File: src/rtl/csdc_defines.vh
// constants for the clock switch and doze control block
// assumes a 16-bit register port with byte strobes folded into writes
`ifndef CSDC_DEFINES_VH
`define CSDC_DEFINES_VH

// register addresses
`define CSDC_ADDR_OSC_CTRL   2'h0
`define CSDC_ADDR_OSC_CTRL_H 2'h1
`define CSDC_ADDR_CLK_DIV    2'h2
`define CSDC_ADDR_RC_TUNE    2'h3

// unlock key values
`define CSDC_KEY_HI_1        8'h78
`define CSDC_KEY_HI_2        8'h9a
`define CSDC_KEY_LO_1        8'h46
`define CSDC_KEY_LO_2        8'h57

// oscillator_control field positions
`define CSDC_BIT_SWREQ       0
`define CSDC_BIT_SECONDARY_OSCILLATOR_EN     1
`define CSDC_BIT_SECONDARY_OSCILLATOR_DRV    2
`define CSDC_BIT_FAIL        3
`define CSDC_BIT_PLL_LOCK    5
`define CSDC_BIT_SEL_LOCK    7

// clock_divider field positions and reset values
`define CSDC_BIT_ROI         15
`define CSDC_BIT_DOZE_EN     11
`define CSDC_DOZE_RESET      3'h3
`define CSDC_RC_POSTSCALER_RESET     3'h1

// write data field bounds
`define CSDC_KEY_MSB         7
`define CSDC_NEW_SOURCE_MSB        10
`define CSDC_NEW_SOURCE_LSB        8
`define CSDC_DOZE_MSB        14
`define CSDC_DOZE_LSB        12
`define CSDC_RC_POSTSCALER_MSB       10
`define CSDC_RC_POSTSCALER_LSB       8
`define CSDC_TUNE_MSB        5

// source codes
`define CSDC_SRC_FRC         3'h0
`define CSDC_SRC_FRCPLL      3'h1
`define CSDC_SRC_PRI         3'h2
`define CSDC_SRC_PRIPLL      3'h3
`define CSDC_SRC_SEC         3'h4
`define CSDC_SRC_LOW_POWER_RC_OSCILLATOR        3'h5
`define CSDC_SRC_LPFRCDIV    3'h6
`define CSDC_SRC_FRCDIV      3'h7

// timing: settle cycles of the new clock before changeover
`define CSDC_SETTLE_CYCLES   4'ha

`endif

File: src/rtl/csdc_clock_switch.v
// clock switch, doze divider and rc tuning control registers
// assumes one 10 MHz clock; oscillator readiness arrives as levels
// Function
// (RQ1) lock bit freezes selections when monitor enabled
// (RQ2) pll lock reads locked or timer satisfied
// (RQ3) pll lock cleared on switch start, non-pll mode
// (RQ4) fail flag hardware set, software clear only
// (RQ5) drive bit selects high-power secondary circuit
// (RQ6) enable bit turns secondary oscillator on
// (RQ7) request bit starts switch, cleared when done
// (RQ8) recover bit: interrupt clears doze enable
// (RQ9) doze ratio 1:2^n, reset code 011
// (RQ10) doze enable gates ratio, else 1:1
// (RQ11) postscaler divides fast rc, code 111 /256
// (RQ12) same postscaler applies to low-power fast rc
// (RQ13) tuning field is signed six-bit offset
// (RQ14) switching disabled unless enable fuse is 0
// (RQ15) disabled switching: request reads 0, fuse source
// (RQ16) high byte unlock 78h then 9Ah
// (RQ17) low byte unlock 46h then 57h
// (RQ18) equal sources abandon switch, clear request
// (RQ19) valid switch clears flags, starts, waits ready
// (RQ20) wait ten new-clock cycles before changeover
// (RQ21) completion copies source, stops old source
// (RQ22) software avoids direct pll to pll switch
// (RQ23) three-bit source code table
// (RQ24) unlock covers only the next single write
//
// Added by the designer: the register offsets and the address-and-strobe port.
`timescale 1ns/1ns
`default_nettype none
`include "csdc_defines.vh"

module csdc_clock_switch
#(
	parameter SRC_W = 3              // source code width
)
(
	input  wire             i_clk_sys,      // 10 MHz system clock
	input  wire             i_rst,          // sync reset, active high
	input  wire [1:0]       i_addr,         // register address
	input  wire [15:0]      i_wdata,        // write data
	input  wire             i_wr,           // write strobe
	input  wire             i_rd,           // read strobe
	output reg  [15:0]      o_rdata,        // read data, next cycle
	input  wire             i_switch_enable_fuse,   // 0 enables switching
	input  wire             i_failsafe_monitor_fuse,// 0 enables monitor
	input  wire [SRC_W-1:0] i_initial_source_fuse,  // reset source
	input  wire             i_secondary_source_fuse,// 0 digital input
	input  wire             i_osc_ready,    // new source startup done
	input  wire             i_pll_locked,   // pll lock or timer met
	input  wire             i_new_clk_tick, // one pulse per new clock
	input  wire             i_clock_fail,   // monitor failure pulse
	input  wire             i_interrupt,    // any interrupt pulse
	input  wire             i_low_power_rc_oscillator_keep,    // wdt/monitor/rtc use low_power_rc_oscillator
	output reg  [SRC_W-1:0] o_system_source,// active clock source
	output reg  [SRC_W-1:0] o_start_source, // source being started
	output reg              o_start_valid,  // start source enable
	output reg  [7:0]       o_sources_on,   // one bit per source
	output reg              o_secondary_high_power, // high drive
	output reg  [2:0]       o_doze_ratio,   // log2 cpu:periph ratio
	output reg  [2:0]       o_rc_postscaler,// applied postscaler code
	output reg  [8:0]       o_rc_divide,    // applied divisor
	output reg  [5:0]       o_tune_offset   // signed rc trim
);

	localparam ST_IDLE   = 2'h0;
	localparam ST_READY  = 2'h1;
	localparam ST_SETTLE = 2'h2;

	// divisor table: 1..64 by powers of two, 111 is 256
	// a plain shift would give 128 at the top code, so it is special
	function [8:0] rc_div;
		input [2:0] code;
		begin
			if (code == 3'h7)
				rc_div = 9'h100;
			else
				rc_div = 9'h001 << code;
		end
	endfunction

	// does this source run through the pll
	function uses_pll;
		input [2:0] src;
		begin
			uses_pll = (src == `CSDC_SRC_FRCPLL) || // see (RQ23)
				(src == `CSDC_SRC_PRIPLL);
		end
	endfunction

	reg [SRC_W-1:0] current_source;
	reg [SRC_W-1:0] new_source;
	reg             switch_request;
	reg             selection_lock;
	reg             pll_lock;
	reg             clock_fail_flag;
	reg             secondary_drive_select;
	reg             secondary_osc_enable;
	reg             recover_on_interrupt;
	reg [2:0]       doze_ratio;
	reg             doze_enable;
	reg [2:0]       rc_postscaler;
	reg [5:0]       tune_offset;
	reg [1:0]       hi_key;         // 2 = armed for one write
	reg [1:0]       lo_key;
	reg [1:0]       state;
	reg [3:0]       settle_cnt;
	reg             strap_done;
	reg [7:0]       next_sources_on; // sources to keep running

	// one fuse off disables both switching and the monitor
	wire sw_en      = ~i_switch_enable_fuse;                   // see (RQ14)
	wire mon_en     = sw_en & ~i_failsafe_monitor_fuse;
	wire sel_frozen = mon_en & selection_lock;                  // see (RQ1)
	wire wr_lo      = i_wr && (i_addr == `CSDC_ADDR_OSC_CTRL);
	wire wr_hi      = i_wr && (i_addr == `CSDC_ADDR_OSC_CTRL_H);
	wire wr_lo_ok   = wr_lo && (lo_key == 2'h2);                // see (RQ24)
	wire wr_hi_ok   = wr_hi && (hi_key == 2'h2);
	wire req_set    = wr_lo_ok && i_wdata[`CSDC_BIT_SWREQ] &&
		sw_en && !sel_frozen && !switch_request;                 // see (RQ15)

	// write data fields, so the bit map lives in the header
	wire [7:0]       wd_key    = i_wdata[`CSDC_KEY_MSB:0];
	wire [SRC_W-1:0] wd_source = i_wdata[`CSDC_NEW_SOURCE_MSB:`CSDC_NEW_SOURCE_LSB];
	wire [2:0]       wd_doze   = i_wdata[`CSDC_DOZE_MSB:`CSDC_DOZE_LSB];
	wire [2:0]       wd_rc_postscaler  = i_wdata[`CSDC_RC_POSTSCALER_MSB:`CSDC_RC_POSTSCALER_LSB];
	wire [5:0]       wd_tune   = i_wdata[`CSDC_TUNE_MSB:0];

	// unlock tracking; any other register write breaks a sequence
	// reads leave the keys alone, so software may poll between them
	always @(posedge i_clk_sys)
	begin
		if (i_rst)
		begin
			hi_key <= 2'h0;
			lo_key <= 2'h0;
		end
		else if (i_wr)
		begin
			if (wr_hi && hi_key == 2'h0 &&
				wd_key == `CSDC_KEY_HI_1)
				hi_key <= 2'h1;                                   // see (RQ16)
			else if (wr_hi && hi_key == 2'h1 &&
				wd_key == `CSDC_KEY_HI_2)
				hi_key <= 2'h2;
			else
				hi_key <= 2'h0;                                   // see (RQ24)
			if (wr_lo && lo_key == 2'h0 &&
				wd_key == `CSDC_KEY_LO_1)
				lo_key <= 2'h1;                                   // see (RQ17)
			else if (wr_lo && lo_key == 2'h1 &&
				wd_key == `CSDC_KEY_LO_2)
				lo_key <= 2'h2;
			else
				lo_key <= 2'h0;
		end
	end

	// switch engine and oscillator_control state
	always @(posedge i_clk_sys)
	begin
		if (i_rst)
		begin
			// default source until the fuse straps are caught
			current_source         <= `CSDC_SRC_FRCDIV;
			new_source             <= `CSDC_SRC_FRCDIV;
			strap_done             <= 1'b0;
			switch_request         <= 1'b0;
			selection_lock         <= 1'b0;
			pll_lock               <= 1'b0;
			clock_fail_flag        <= 1'b0;
			secondary_drive_select <= 1'b0;
			secondary_osc_enable   <= 1'b0;
			state                  <= ST_IDLE;
			settle_cnt             <= 4'h0;
		end
		else
		begin
			// fuse straps are caught after reset release
			if (!strap_done)
			begin
				strap_done     <= 1'b1;
				current_source <= i_initial_source_fuse;
				new_source     <= i_initial_source_fuse;
			end
			if (!sw_en)
				current_source <= i_initial_source_fuse;          // see (RQ15)
			// retargeting mid-switch would start one source and hand
			// over to another, so the field is held while a switch runs
			if (wr_hi_ok && sw_en && !sel_frozen && strap_done &&
				state == ST_IDLE)
				new_source <= wd_source;                          // see (RQ16)
			if (wr_lo_ok)
			begin
				secondary_drive_select <= i_wdata[`CSDC_BIT_SECONDARY_OSCILLATOR_DRV];
				secondary_osc_enable   <= i_wdata[`CSDC_BIT_SECONDARY_OSCILLATOR_EN];
				// lock is settable only
				if (i_wdata[`CSDC_BIT_SEL_LOCK])
					selection_lock <= 1'b1;
				// flag clearable only
				if (!i_wdata[`CSDC_BIT_FAIL])
					clock_fail_flag <= 1'b0;                      // see (RQ4)
			end
			// pll status follows the pll in pll modes only
			if (!uses_pll(current_source))
				pll_lock <= 1'b0;                                 // see (RQ3)
			else if (state == ST_IDLE)
				pll_lock <= i_pll_locked;                         // see (RQ2)
			case (state)
				ST_IDLE:
				begin
					if (req_set && strap_done)
					begin
						switch_request <= 1'b1;                   // see (RQ7)
						if (new_source == current_source)
							switch_request <= 1'b0;               // see (RQ18)
						else
						begin
							pll_lock        <= 1'b0;              // see (RQ19)
							clock_fail_flag <= 1'b0;
							state           <= ST_READY;
						end
					end
				end
				ST_READY:
				begin
					// wait on startup timer and pll lock
					if (uses_pll(new_source))
						pll_lock <= i_pll_locked;
					if (i_osc_ready &&
						(!uses_pll(new_source) || i_pll_locked))
					begin
						settle_cnt <= 4'h0;
						state      <= ST_SETTLE;
					end
				end
				ST_SETTLE:
				begin
					// the tenth tick, taken at count nine, is the changeover
					if (i_new_clk_tick)
						settle_cnt <= settle_cnt + 4'h1;          // see (RQ20)
					if (i_new_clk_tick &&
						settle_cnt == `CSDC_SETTLE_CYCLES - 4'h1)
					begin
						current_source <= new_source;             // see (RQ21)
						switch_request <= 1'b0;                   // see (RQ7)
						state          <= ST_IDLE;
					end
				end
				default:
					state <= ST_IDLE;
			endcase
			// set wins over a same-cycle software clear
			if (i_clock_fail && mon_en)
				clock_fail_flag <= 1'b1;                          // see (RQ4)
		end
	end

	// clock_divider and rc_tune; interrupt recovery beats writes
	always @(posedge i_clk_sys)
	begin
		if (i_rst)
		begin
			recover_on_interrupt <= 1'b0;
			doze_ratio           <= `CSDC_DOZE_RESET;              // see (RQ9)
			doze_enable          <= 1'b0;
			rc_postscaler        <= `CSDC_RC_POSTSCALER_RESET;             // see (RQ11)
			tune_offset          <= 6'h00;
		end
		else
		begin
			// the ratio code is kept while doze is off, applies once enabled
			if (i_wr && i_addr == `CSDC_ADDR_CLK_DIV)
			begin
				recover_on_interrupt <= i_wdata[`CSDC_BIT_ROI];
				doze_ratio           <= wd_doze;
				doze_enable          <= i_wdata[`CSDC_BIT_DOZE_EN];
				rc_postscaler        <= wd_rc_postscaler;
			end
			if (i_wr && i_addr == `CSDC_ADDR_RC_TUNE)
				tune_offset <= wd_tune;                           // see (RQ13)
			if (i_interrupt && recover_on_interrupt)
				doze_enable <= 1'b0;                              // see (RQ8)
		end
	end

	// only the active source, a starting one and kept ones run; the old
	// source drops out on the changeover edge unless something uses it
	always @*
	begin
		next_sources_on = 8'h01 << current_source;
		if (state != ST_IDLE)
			next_sources_on = next_sources_on | (8'h01 << new_source);
		if (i_low_power_rc_oscillator_keep)
			next_sources_on = next_sources_on |
				(8'h01 << `CSDC_SRC_LOW_POWER_RC_OSCILLATOR);                        // see (RQ21)
		if (secondary_osc_enable)
			next_sources_on = next_sources_on |
				(8'h01 << `CSDC_SRC_SEC);                         // see (RQ6)
	end

	// outputs toward the oscillators and dividers
	always @(posedge i_clk_sys)
	begin
		if (i_rst)
		begin
			o_system_source        <= `CSDC_SRC_FRCDIV;
			o_start_source         <= `CSDC_SRC_FRCDIV;
			o_start_valid          <= 1'b0;
			o_sources_on           <= 8'h00;
			o_secondary_high_power <= 1'b0;
			o_doze_ratio           <= 3'h0;
			o_rc_postscaler        <= 3'h0;
			o_rc_divide            <= 9'h001;
			o_tune_offset          <= 6'h00;
		end
		else
		begin
			o_system_source <= current_source;
			o_start_source  <= new_source;
			o_start_valid   <= (state != ST_IDLE);                // see (RQ19)
			o_sources_on    <= next_sources_on;                   // see (RQ21)
			// drive bit is moot with a digital secondary input
			o_secondary_high_power <= secondary_drive_select &
				i_secondary_source_fuse;                          // see (RQ5)
			o_doze_ratio    <= doze_enable ? doze_ratio : 3'h0;   // see (RQ10)
			if (current_source == `CSDC_SRC_FRCDIV ||
				current_source == `CSDC_SRC_LPFRCDIV)
			begin
				o_rc_postscaler <= rc_postscaler;                 // see (RQ12)
				o_rc_divide     <= rc_div(rc_postscaler);         // see (RQ11)
			end
			else
			begin
				// other sources see code 0, leaving the divider at 1
				o_rc_postscaler <= 3'h0;
				o_rc_divide     <= 9'h001;
			end
			o_tune_offset   <= tune_offset;
		end
	end

	// read data, one cycle after the strobe; reserved bits zero
	// both byte addresses return the whole register
	always @(posedge i_clk_sys)
	begin
		if (i_rst)
			o_rdata <= 16'h0000;
		else if (i_rd)
		begin
			case (i_addr)
				`CSDC_ADDR_OSC_CTRL, `CSDC_ADDR_OSC_CTRL_H:
					o_rdata <= {1'b0, current_source, 1'b0,
						new_source, selection_lock, 1'b0, pll_lock,
						1'b0, clock_fail_flag, secondary_drive_select,
						secondary_osc_enable,
						switch_request & sw_en};                  // see (RQ15)
				`CSDC_ADDR_CLK_DIV:
					o_rdata <= {recover_on_interrupt, doze_ratio,
						doze_enable, rc_postscaler, 8'h00};
				`CSDC_ADDR_RC_TUNE:
					o_rdata <= {10'h000, tune_offset};
				default:
					o_rdata <= 16'h0000;
			endcase
		end
		else
			o_rdata <= 16'h0000;
	end

endmodule // csdc_clock_switch

`default_nettype wire

File: config.mk
export PLATFORM = sky130hd
export DESIGN_NAME = csdc_clock_switch
export DESIGN_NICKNAME = d
export VERILOG_FILES = /design/src/rtl/csdc_clock_switch.v
export VERILOG_INCLUDE_DIRS = /design/src /design/src/rtl
export SDC_FILE = /design/constraint.sdc
export NUM_CORES = 1
export LEC_CHECK = 0
export BUFFER_PORTS_ARGS = -buffer_cell sky130_fd_sc_hd__buf_2
export CORE_UTILIZATION = 40
export DETAILED_ROUTE_END_ITERATION = 10
export PLACE_DENSITY_LB_ADDON = 0.25
export REMOVE_ABC_BUFFERS = 1
export SYNTH_ARGS = -nofsm -noshare
export SYNTH_HDL_FRONTEND = slang
export SYNTH_SLANG_ARGS = --single-unit
File: constraint.sdc
create_clock -name i_clk_sys -period 1.55 [get_ports i_clk_sys]
set_input_delay 0.0775 -clock i_clk_sys [delete_from_list [all_inputs] [get_ports i_clk_sys]]
set_output_delay 0.0775 -clock i_clk_sys [all_outputs]
set_load 0.02 [all_outputs]
==> flow_summary.yaml, run 1 <==
synthesis:
  synth_top_area_share: 0.533
  syn_inst: 351
  synth_largest_area_cell: "dfxtp_1"
  syn_avg_cell_area_um2: 9.52
  synth_ff_type: "dfxtp_1"
  synth_edf_count: 0
  ys_warn_count: 0
  synth.distinct_cells: 53
  async_flop_share: 0
  yosys_register_bits: 89
  ys_seq_area_frac: 0.533
  synthTopCellsByArea: "dfxtp_1 (53%), nor2_1 (3.5%), mux2i_1 (3.3%)"
  netlist_area_mm2: 0.00334
drt:
  wire_per_inst_um: 14.2
  ant_nets: 0
  drt_wl_total_um: 8000
  dr.pass1.iters: 4
  post-route-drc-count: 0
  vias: 2840
  viasPerCell: 5.03
  drt_iter0_drc: 117
grt:
  grt_antenna_before_repair: 0
  overflow: 0
  grt_pass1_vias: 2666
  grt_start_max_net_pins: 20
  grt_usage: 0.192
  grt_pass1_wl_um: 12900
timing:
  slew_viol_final: 0
  min_period_ns: 1.42
  fin_skew_ns: 0.0127
  fin_crit_sh: 0.916
  hold_violations: 0
  max_freq_mhz: 705
  setup_viol: 0
  setup-tns-final_ns: 0
  grt_setup_unrepaired: "no"
floorplanning:
  die_h_um: 93.4
  io_pins: 87
  fp.dieArea_mm2: 0.00872
  start_util: 0.424
  core_area_mm2: 0.00789
  num_rows: 32
  die_w_um: 93.4
hold_path:
  min_path_type: "input pin to flip-flop"
  hold_depth: 3
clock_tree:
  cts_buffer_depth: 2
  postCtsSetupBuffers: 0
  cts_htree_levels: 3
  cts.sinks: 89
  cts_tree: "yes"
  clock_latency_ns: 0.35
  clk_transition_reported_paths_ns: 0.09
  cts_buffers: 9
  cts_root_buf: "clkbuf_8"
setup_path:
  path_cells: "xor2_1 > nor3_1 > nor3_1 > o21a_1"
  path_common_cell: "nor3_1"
  startpoint: "current_source[1]$_SDFF_PP1_"
  r2r_end: "switch_request$_SDFFE_PP0P_"
  end_kind: "flip-flop"
  reg2reg_from: "current_source[1]$_SDFF_PP1_"
  reg2reg_slack_ns: 0.13
  worstSetupEndpoint: "switch_request$_SDFFE_PP0P_"
  max_stage_delay_ns: 0.46
  path_class: "flip-flop to flip-flop"
  slowest_stage: "dfxtp_1"
  critical_path_required_ns: 1.79
  r2r_cells: 4
  critPathArrivalTime_ns: 1.66
  crit_fanout: 7
  worst_setup_path_start_kind: "flip-flop"
power:
  power.density_mw_per_mm2: 1040
  vdd_drop_max_mv: 0.477
  finalPower_mw: 4.45
  p_leak_nw: 1.89
run:
  drv_cap: 0
final_layout:
  final_util: 0.542
  drive_gt1_frac: 0.279
  diodes: 0
  area_delta_synth_final_pct: 27.9
  final_nets: 494
  final_area_mm2: 0.00427
  final_cells: 565
placed_design:
  io_buffer_count: 85
  gp_congestion: 0.911
  placed_area_mm2: 0.00395
  dp_cells: 538
  dp.final_hpwl_um: 5790
status:
  outcome: "finished clean"
cell families after synthesis:
kind of cell    count (synthesis)  synth area share
compound gates                 47            0.0959
buf+inv                        31            0.0375
other cells                     1           0.00112
simple gates                  161             0.266
fa+ha+maj                       2           0.00749
mux                            14            0.0431
xor+xnor                        6            0.0157
flops                          89             0.533
layout by cell type (no fill, tap or decap), types with 4 or more instances in the layout:
master	instances
a21oi_1	15
nand2_1	26
buf_2	85
mux2i_1	11
and2_1	5
dfxtp_1	88
a221oi_1	4
nand3b_1	7
nor3_1	8
buf_4	18
clkbuf_8	9
nor2b_1	17
xor2_1	5
nor2_1	31
nor3b_1	5
nand2b_1	12
inv_1	12
o21ai_0	5
nand4_1	4
dlygate4sd3_1	11
and3_1	4
nand3_1	20
cells in the mapped netlist, types with 2 or more instances:
master and number:
a21o_1 2, a21oi_1 15, a221oi_1 4, a22oi_1 2, o22ai_1 3, nor2_1 31, nand4_1 4, or2_2 3
nor3_1 8, nor3b_1 6, nand2_1 26, o31ai_1 2, a31oi_1 2, and3_1 4, mux2_2 3, nor2b_1 17
inv_1 12, a221o_1 2, clkbuf_1 13, a32oi_1 2, and3b_1 3, nor4bb_1 3, dfxtp_1 89, nand3b_1 7
nor4b_1 3, buf_2 4, mux2i_1 11, nand2b_1 12, and2_1 5, o21ai_0 5, xor2_1 5, nor4_1 2
ha_1 2, nand3_1 20
what timing repair did:
| action | 4_1_cts | 5_1_grt |
|---|---|---|
| hold endpoints to repair | 11 | 0 |
| resized for setup | 0 | 2 |
| hold buffers | 11 | 0 |
| setup endpoints to repair | 0 | 2 |
state kept, by name (all words and copies together), names as in the netlist, 2 cells and up:
signal           flops
o_rc_postscaler      3
state                2
doze_ratio           3
lo_key               2
new_source           3
hi_key               2
rc_postscaler        3
current_source       3
o_doze_ratio         3
o_start_source       3
o_rc_divide          9
settle_cnt           4
tune_offset          6
o_system_source      3
o_sources_on         8
o_tune_offset        6
o_rdata             15
critical path: cells and delay by family (launching register included):
family / cells / cell delay, ns
xor gates and xnor gates: 1 / 0.10
DFF: 1 / 0.46
AOI/OAI and AO/OA: 1 / 0.19
and+or+nand+nor: 2 / 0.55
through the flow:
step                setup slack [ns]  hold WS, ns
floorplan                      0.110        0.142
global placement               0.171        0.290
detailed placement             0.138        0.302
CTS                            0.134      0.00580
global route                  0.0424       0.0176
finish                         0.131       0.0126
power by group:
part           internal [mW]  switching (mW)  leakage, nW
Combinational          0.184           0.243         1.06
Clock                  0.772           0.863       0.0994
Sequential              2.35          0.0402        0.725
layer usage:
layer | track usage | share of wire | wire [µm] | vias to the layer above
met5 | 0 | 0 | 0 | -
met1 | 0.249 | 0.47 | 3750 | 1319
li1 | - | - | - | 1425
met4 | 0.0769 | 0.015 | 119 | 0
met3 | 0.0293 | 0.046 | 368 | 11
met2 | 0.319 | 0.47 | 3760 | 85
cell type report:
| type | instances | area, µm² |
|---|---|---|
| flip-flops and latches | 89 | 1780 |
| clock inverters | 6 | 75.1 |
| repair buffers | 114 | 671 |
| multi-input cells | 232 | 1440 |
| clock buffers | 10 | 128 |
| fillers | 740 | 3620 |
| inverters | 12 | 45.0 |
| well taps | 102 | 128 |
worst min path at each step:
stage / start / end
4_1_cts: i_wdata[11] / doze_enable$_SDFFE_PP0P_
6_report: i_wdata[11] / doze_enable$_SDFFE_PP0P_
3_5_place_dp: i_interrupt / doze_enable$_SDFFE_PP0P_
5_1_grt: i_wdata[8] / new_source[0]$_SDFFE_PP1P_
3_3_place_gp: i_interrupt / doze_enable$_SDFFE_PP0P_
2_1_floorplan: i_rst / state[0]$_SDFFE_PP0P_
Power figures use the tool's default switching activity.
==> run 2: changes to the inputs <==
--- a/config.mk
+++ b/config.mk
@@ -6,6 +6,7 @@
 export SDC_FILE = /design/constraint.sdc
 export NUM_CORES = 1
 export LEC_CHECK = 0
+export ABC_AREA = 1
 export BUFFER_PORTS_ARGS = -buffer_cell sky130_fd_sc_hd__buf_2
 export CORE_UTILIZATION = 40
 export DETAILED_ROUTE_END_ITERATION = 10
==> flow_summary.yaml, run 2 <==
timing:
  min_period_ns: 1.39
  setup-tns-final_ns: 0
  fin_crit_sh: 0.900
  fin_hold_ws_ns: 0.0124
  setup_viol: 0
  slew_viol_final: 0
  fin_skew_ns: 0.0113
  max_slew_margin: 0.649
  worst_slack_ns: 0.155
  grt_setup_unrepaired: "no"
  hold_violations: 0
  max_freq_mhz: 717
  tightest_slew_ns: 0.526
synthesis:
  synth_ff_type: "dfxtp_1"
  yosys_register_bits: 89
  yosysMostFrequentCell: "nand2_1"
  ys_warn_count: 0
  netlist_area_mm2: 0.00339
  synth_top_area_share: 0.525
  syn_avg_cell_area_um2: 7.85
  synth_largest_area_cell: "dfxtp_1"
  synth.distinct_cells: 31
  async_flop_share: 0
  synth_edf_count: 0
  synthTopCellsByArea: "dfxtp_1 (53%), nand2_1 (10%), a21oi_1 (6.0%)"
  synth_common_cells: "nand2_1 (94), dfxtp_1 (89), inv_1 (52)"
  syn_inst: 432
  ys_seq_area_frac: 0.525
placed_design:
  gp_congestion: 0.891
  placed_area_mm2: 0.00390
  dp.final_hpwl_um: 6070
  io_buffer_count: 85
  pre_cts_ws_ns: 0.174
  dp_cells: 616
floorplanning:
  die_w_um: 94.1
  die_h_um: 94.1
  core_area_mm2: 0.00822
  io_pins: 87
  fp.dieArea_mm2: 0.00885
  num_rows: 33
  start_util: 0.413
setup_path:
  critPathArrivalTime_ns: 1.63
  crit_fanout: 6
  worst_setup_path_start_kind: "input pin"
  slowest_stage: "dlygate4sd3_1"
  path_common_cell: "nand3_1"
  critPathBufInv: 3
  max_stage_delay_ns: 0.52
  reg2reg_from: "state[0]$_SDFFE_PP0P_"
  path_class: "input pin to flip-flop"
  reg2reg_slack_ns: 0.17
  path_cells: "dlygate4sd3_1 > buf_2 > inv_1 > nand3_2 > nor3_4 > nand2_2 > nand3_1 > nand3_1"
  crit_family: "buffers and inverters"
  startpoint: "i_addr[1]"
  end_kind: "flip-flop"
  critical_path_required_ns: 1.78
grt:
  top_usage_layer: "met2"
  grt.met1_usage: 0.227
  grt_pass1_wl_um: 12600
  use_met2: 0.320
  grt_pass1_vias: 2812
  grt_start_max_net_pins: 25
  overflow: 0
  use_met3: 0.0437
  grt_usage: 0.186
  grt_antenna_before_repair: 0
power:
  p_leak_nw: 1.95
  power.density_mw_per_mm2: 1060
  vdd_drop_max_mv: 0.436
  finalPower_mw: 4.44
drt:
  wire_per_inst_um: 12.4
  ant_nets: 0
  drt_iter0_drc: 183
  post-route-drc-count: 0
  vias: 3083
  drt_wl_total_um: 7940
  dr.pass1.iters: 4
  viasPerCell: 4.82
final_layout:
  final_cells: 639
  drive_gt1_frac: 0.228
  final_nets: 565
  diodes: 0
  area_delta_synth_final_pct: 23.4
  final_util: 0.510
  mostFrequentLayoutCells: "nand2_1 (93), dfxtp_1 (89), buf_2 (85)"
  largest_reg_flops: 15
  top_register: "o_rdata"
  final_area_mm2: 0.00419
  layout_commonest_cell: "nand2_1"
  top_regs: "o_rdata (15), o_rc_divide (9), o_sources_on (8)"
  fillCellCount: 816
  multi_input_area_mm2: 0.00133
  ff_latch_area_mm2: 0.00178
status:
  outcome: "finished clean"
clock_tree:
  cts_htree_levels: 3
  clk_transition_reported_paths_ns: 0.08
  cts.sinks: 89
  clock_latency_ns: 0.35
  cts_buffer_depth: 2
  cts_root_buf: "clkbuf_8"
  cts_tree: "yes"
  cts_buffers: 9
run:
  drv_cap: 0
hold_path:
  hp-start: "i_wdata[15]"
  min_path_type: "input pin to flip-flop"
[run 2: changes by cell type after synthesis, sizes merged, moves of 6 or more]
cell    previous run  this run
o21ai              5        24
clkbuf            13         3
mux2i             11         0
nand3             21        28
nor3b              7         1
nand2b            12         0
nor2b             17         0
nor2              31        47
and2               6         0
nand2             26        96
a21oi             15        41
nor3               8        16
inv               12        55
[run 2: cell type report]
cell class	count	area share
Tap cell	105	0.0314
Multi-Input combinational cell	277	0.318
Sequential cell	89	0.426
Clock buffer	11	0.0362
Inverter	55	0.0493
Clock inverter	5	0.0129
Timing Repair Buffer	97	0.127
[run 2: kinds of logic after synthesis]
kind of cell	count (synthesis)	synth area share
buf+inv	67	0.0863
xor+xnor	1	0.00258
compound gates	76	0.119
flops	89	0.525
other cells	1	0.00111
simple gates	196	0.259
fa+ha+maj	2	0.00738
[run 2: power breakdown]
part	switching, mW	internal [mW]	leakage (nW)
combinational	0.283	0.150	1.12
clock	0.770	0.827	0.109
sequential	0.0451	2.36	0.726
[run 2: worst register-to-register path, cell delays in order, from the launching register on]
cell and delay [ns]:
dfxtp_1 0.44, inv_1 0.07, nor2_1 0.21, nand3_2 0.14
nand2_2 0.13, inv_1 0.08, a21oi_1 0.17, nor2_1 0.05
[run 2: timing repair]
| item | 4_1_cts | 5_1_grt |
|---|---|---|
| hold buffers | 6 | 0 |
| gates resized for setup | 0 | 3 |
| setup endpoints to repair | 0 | 7 |
| setup buffers | 0 | 1 |
| endpoints found under the hold margin | 6 | 0 |
[run 2: per-layer routing]
layer,vias to the layer above,share of wire
li1,1591,-
met1,1396,0.45
met2,86,0.49
met3,10,0.053
met4,0,0.014
met5,-,0
[run 2: final timing paths]
kind	end	cells after the start
max	new_source[0]$_SDFFE_PP1P_	8
max reg2reg	settle_cnt[0]$_SDFFE_PP0P_	7
min reg2reg	o_tune_offset[1]$_SDFF_PP0_	2
min	recover_on_interrupt$_SDFFE_PP0P_	3
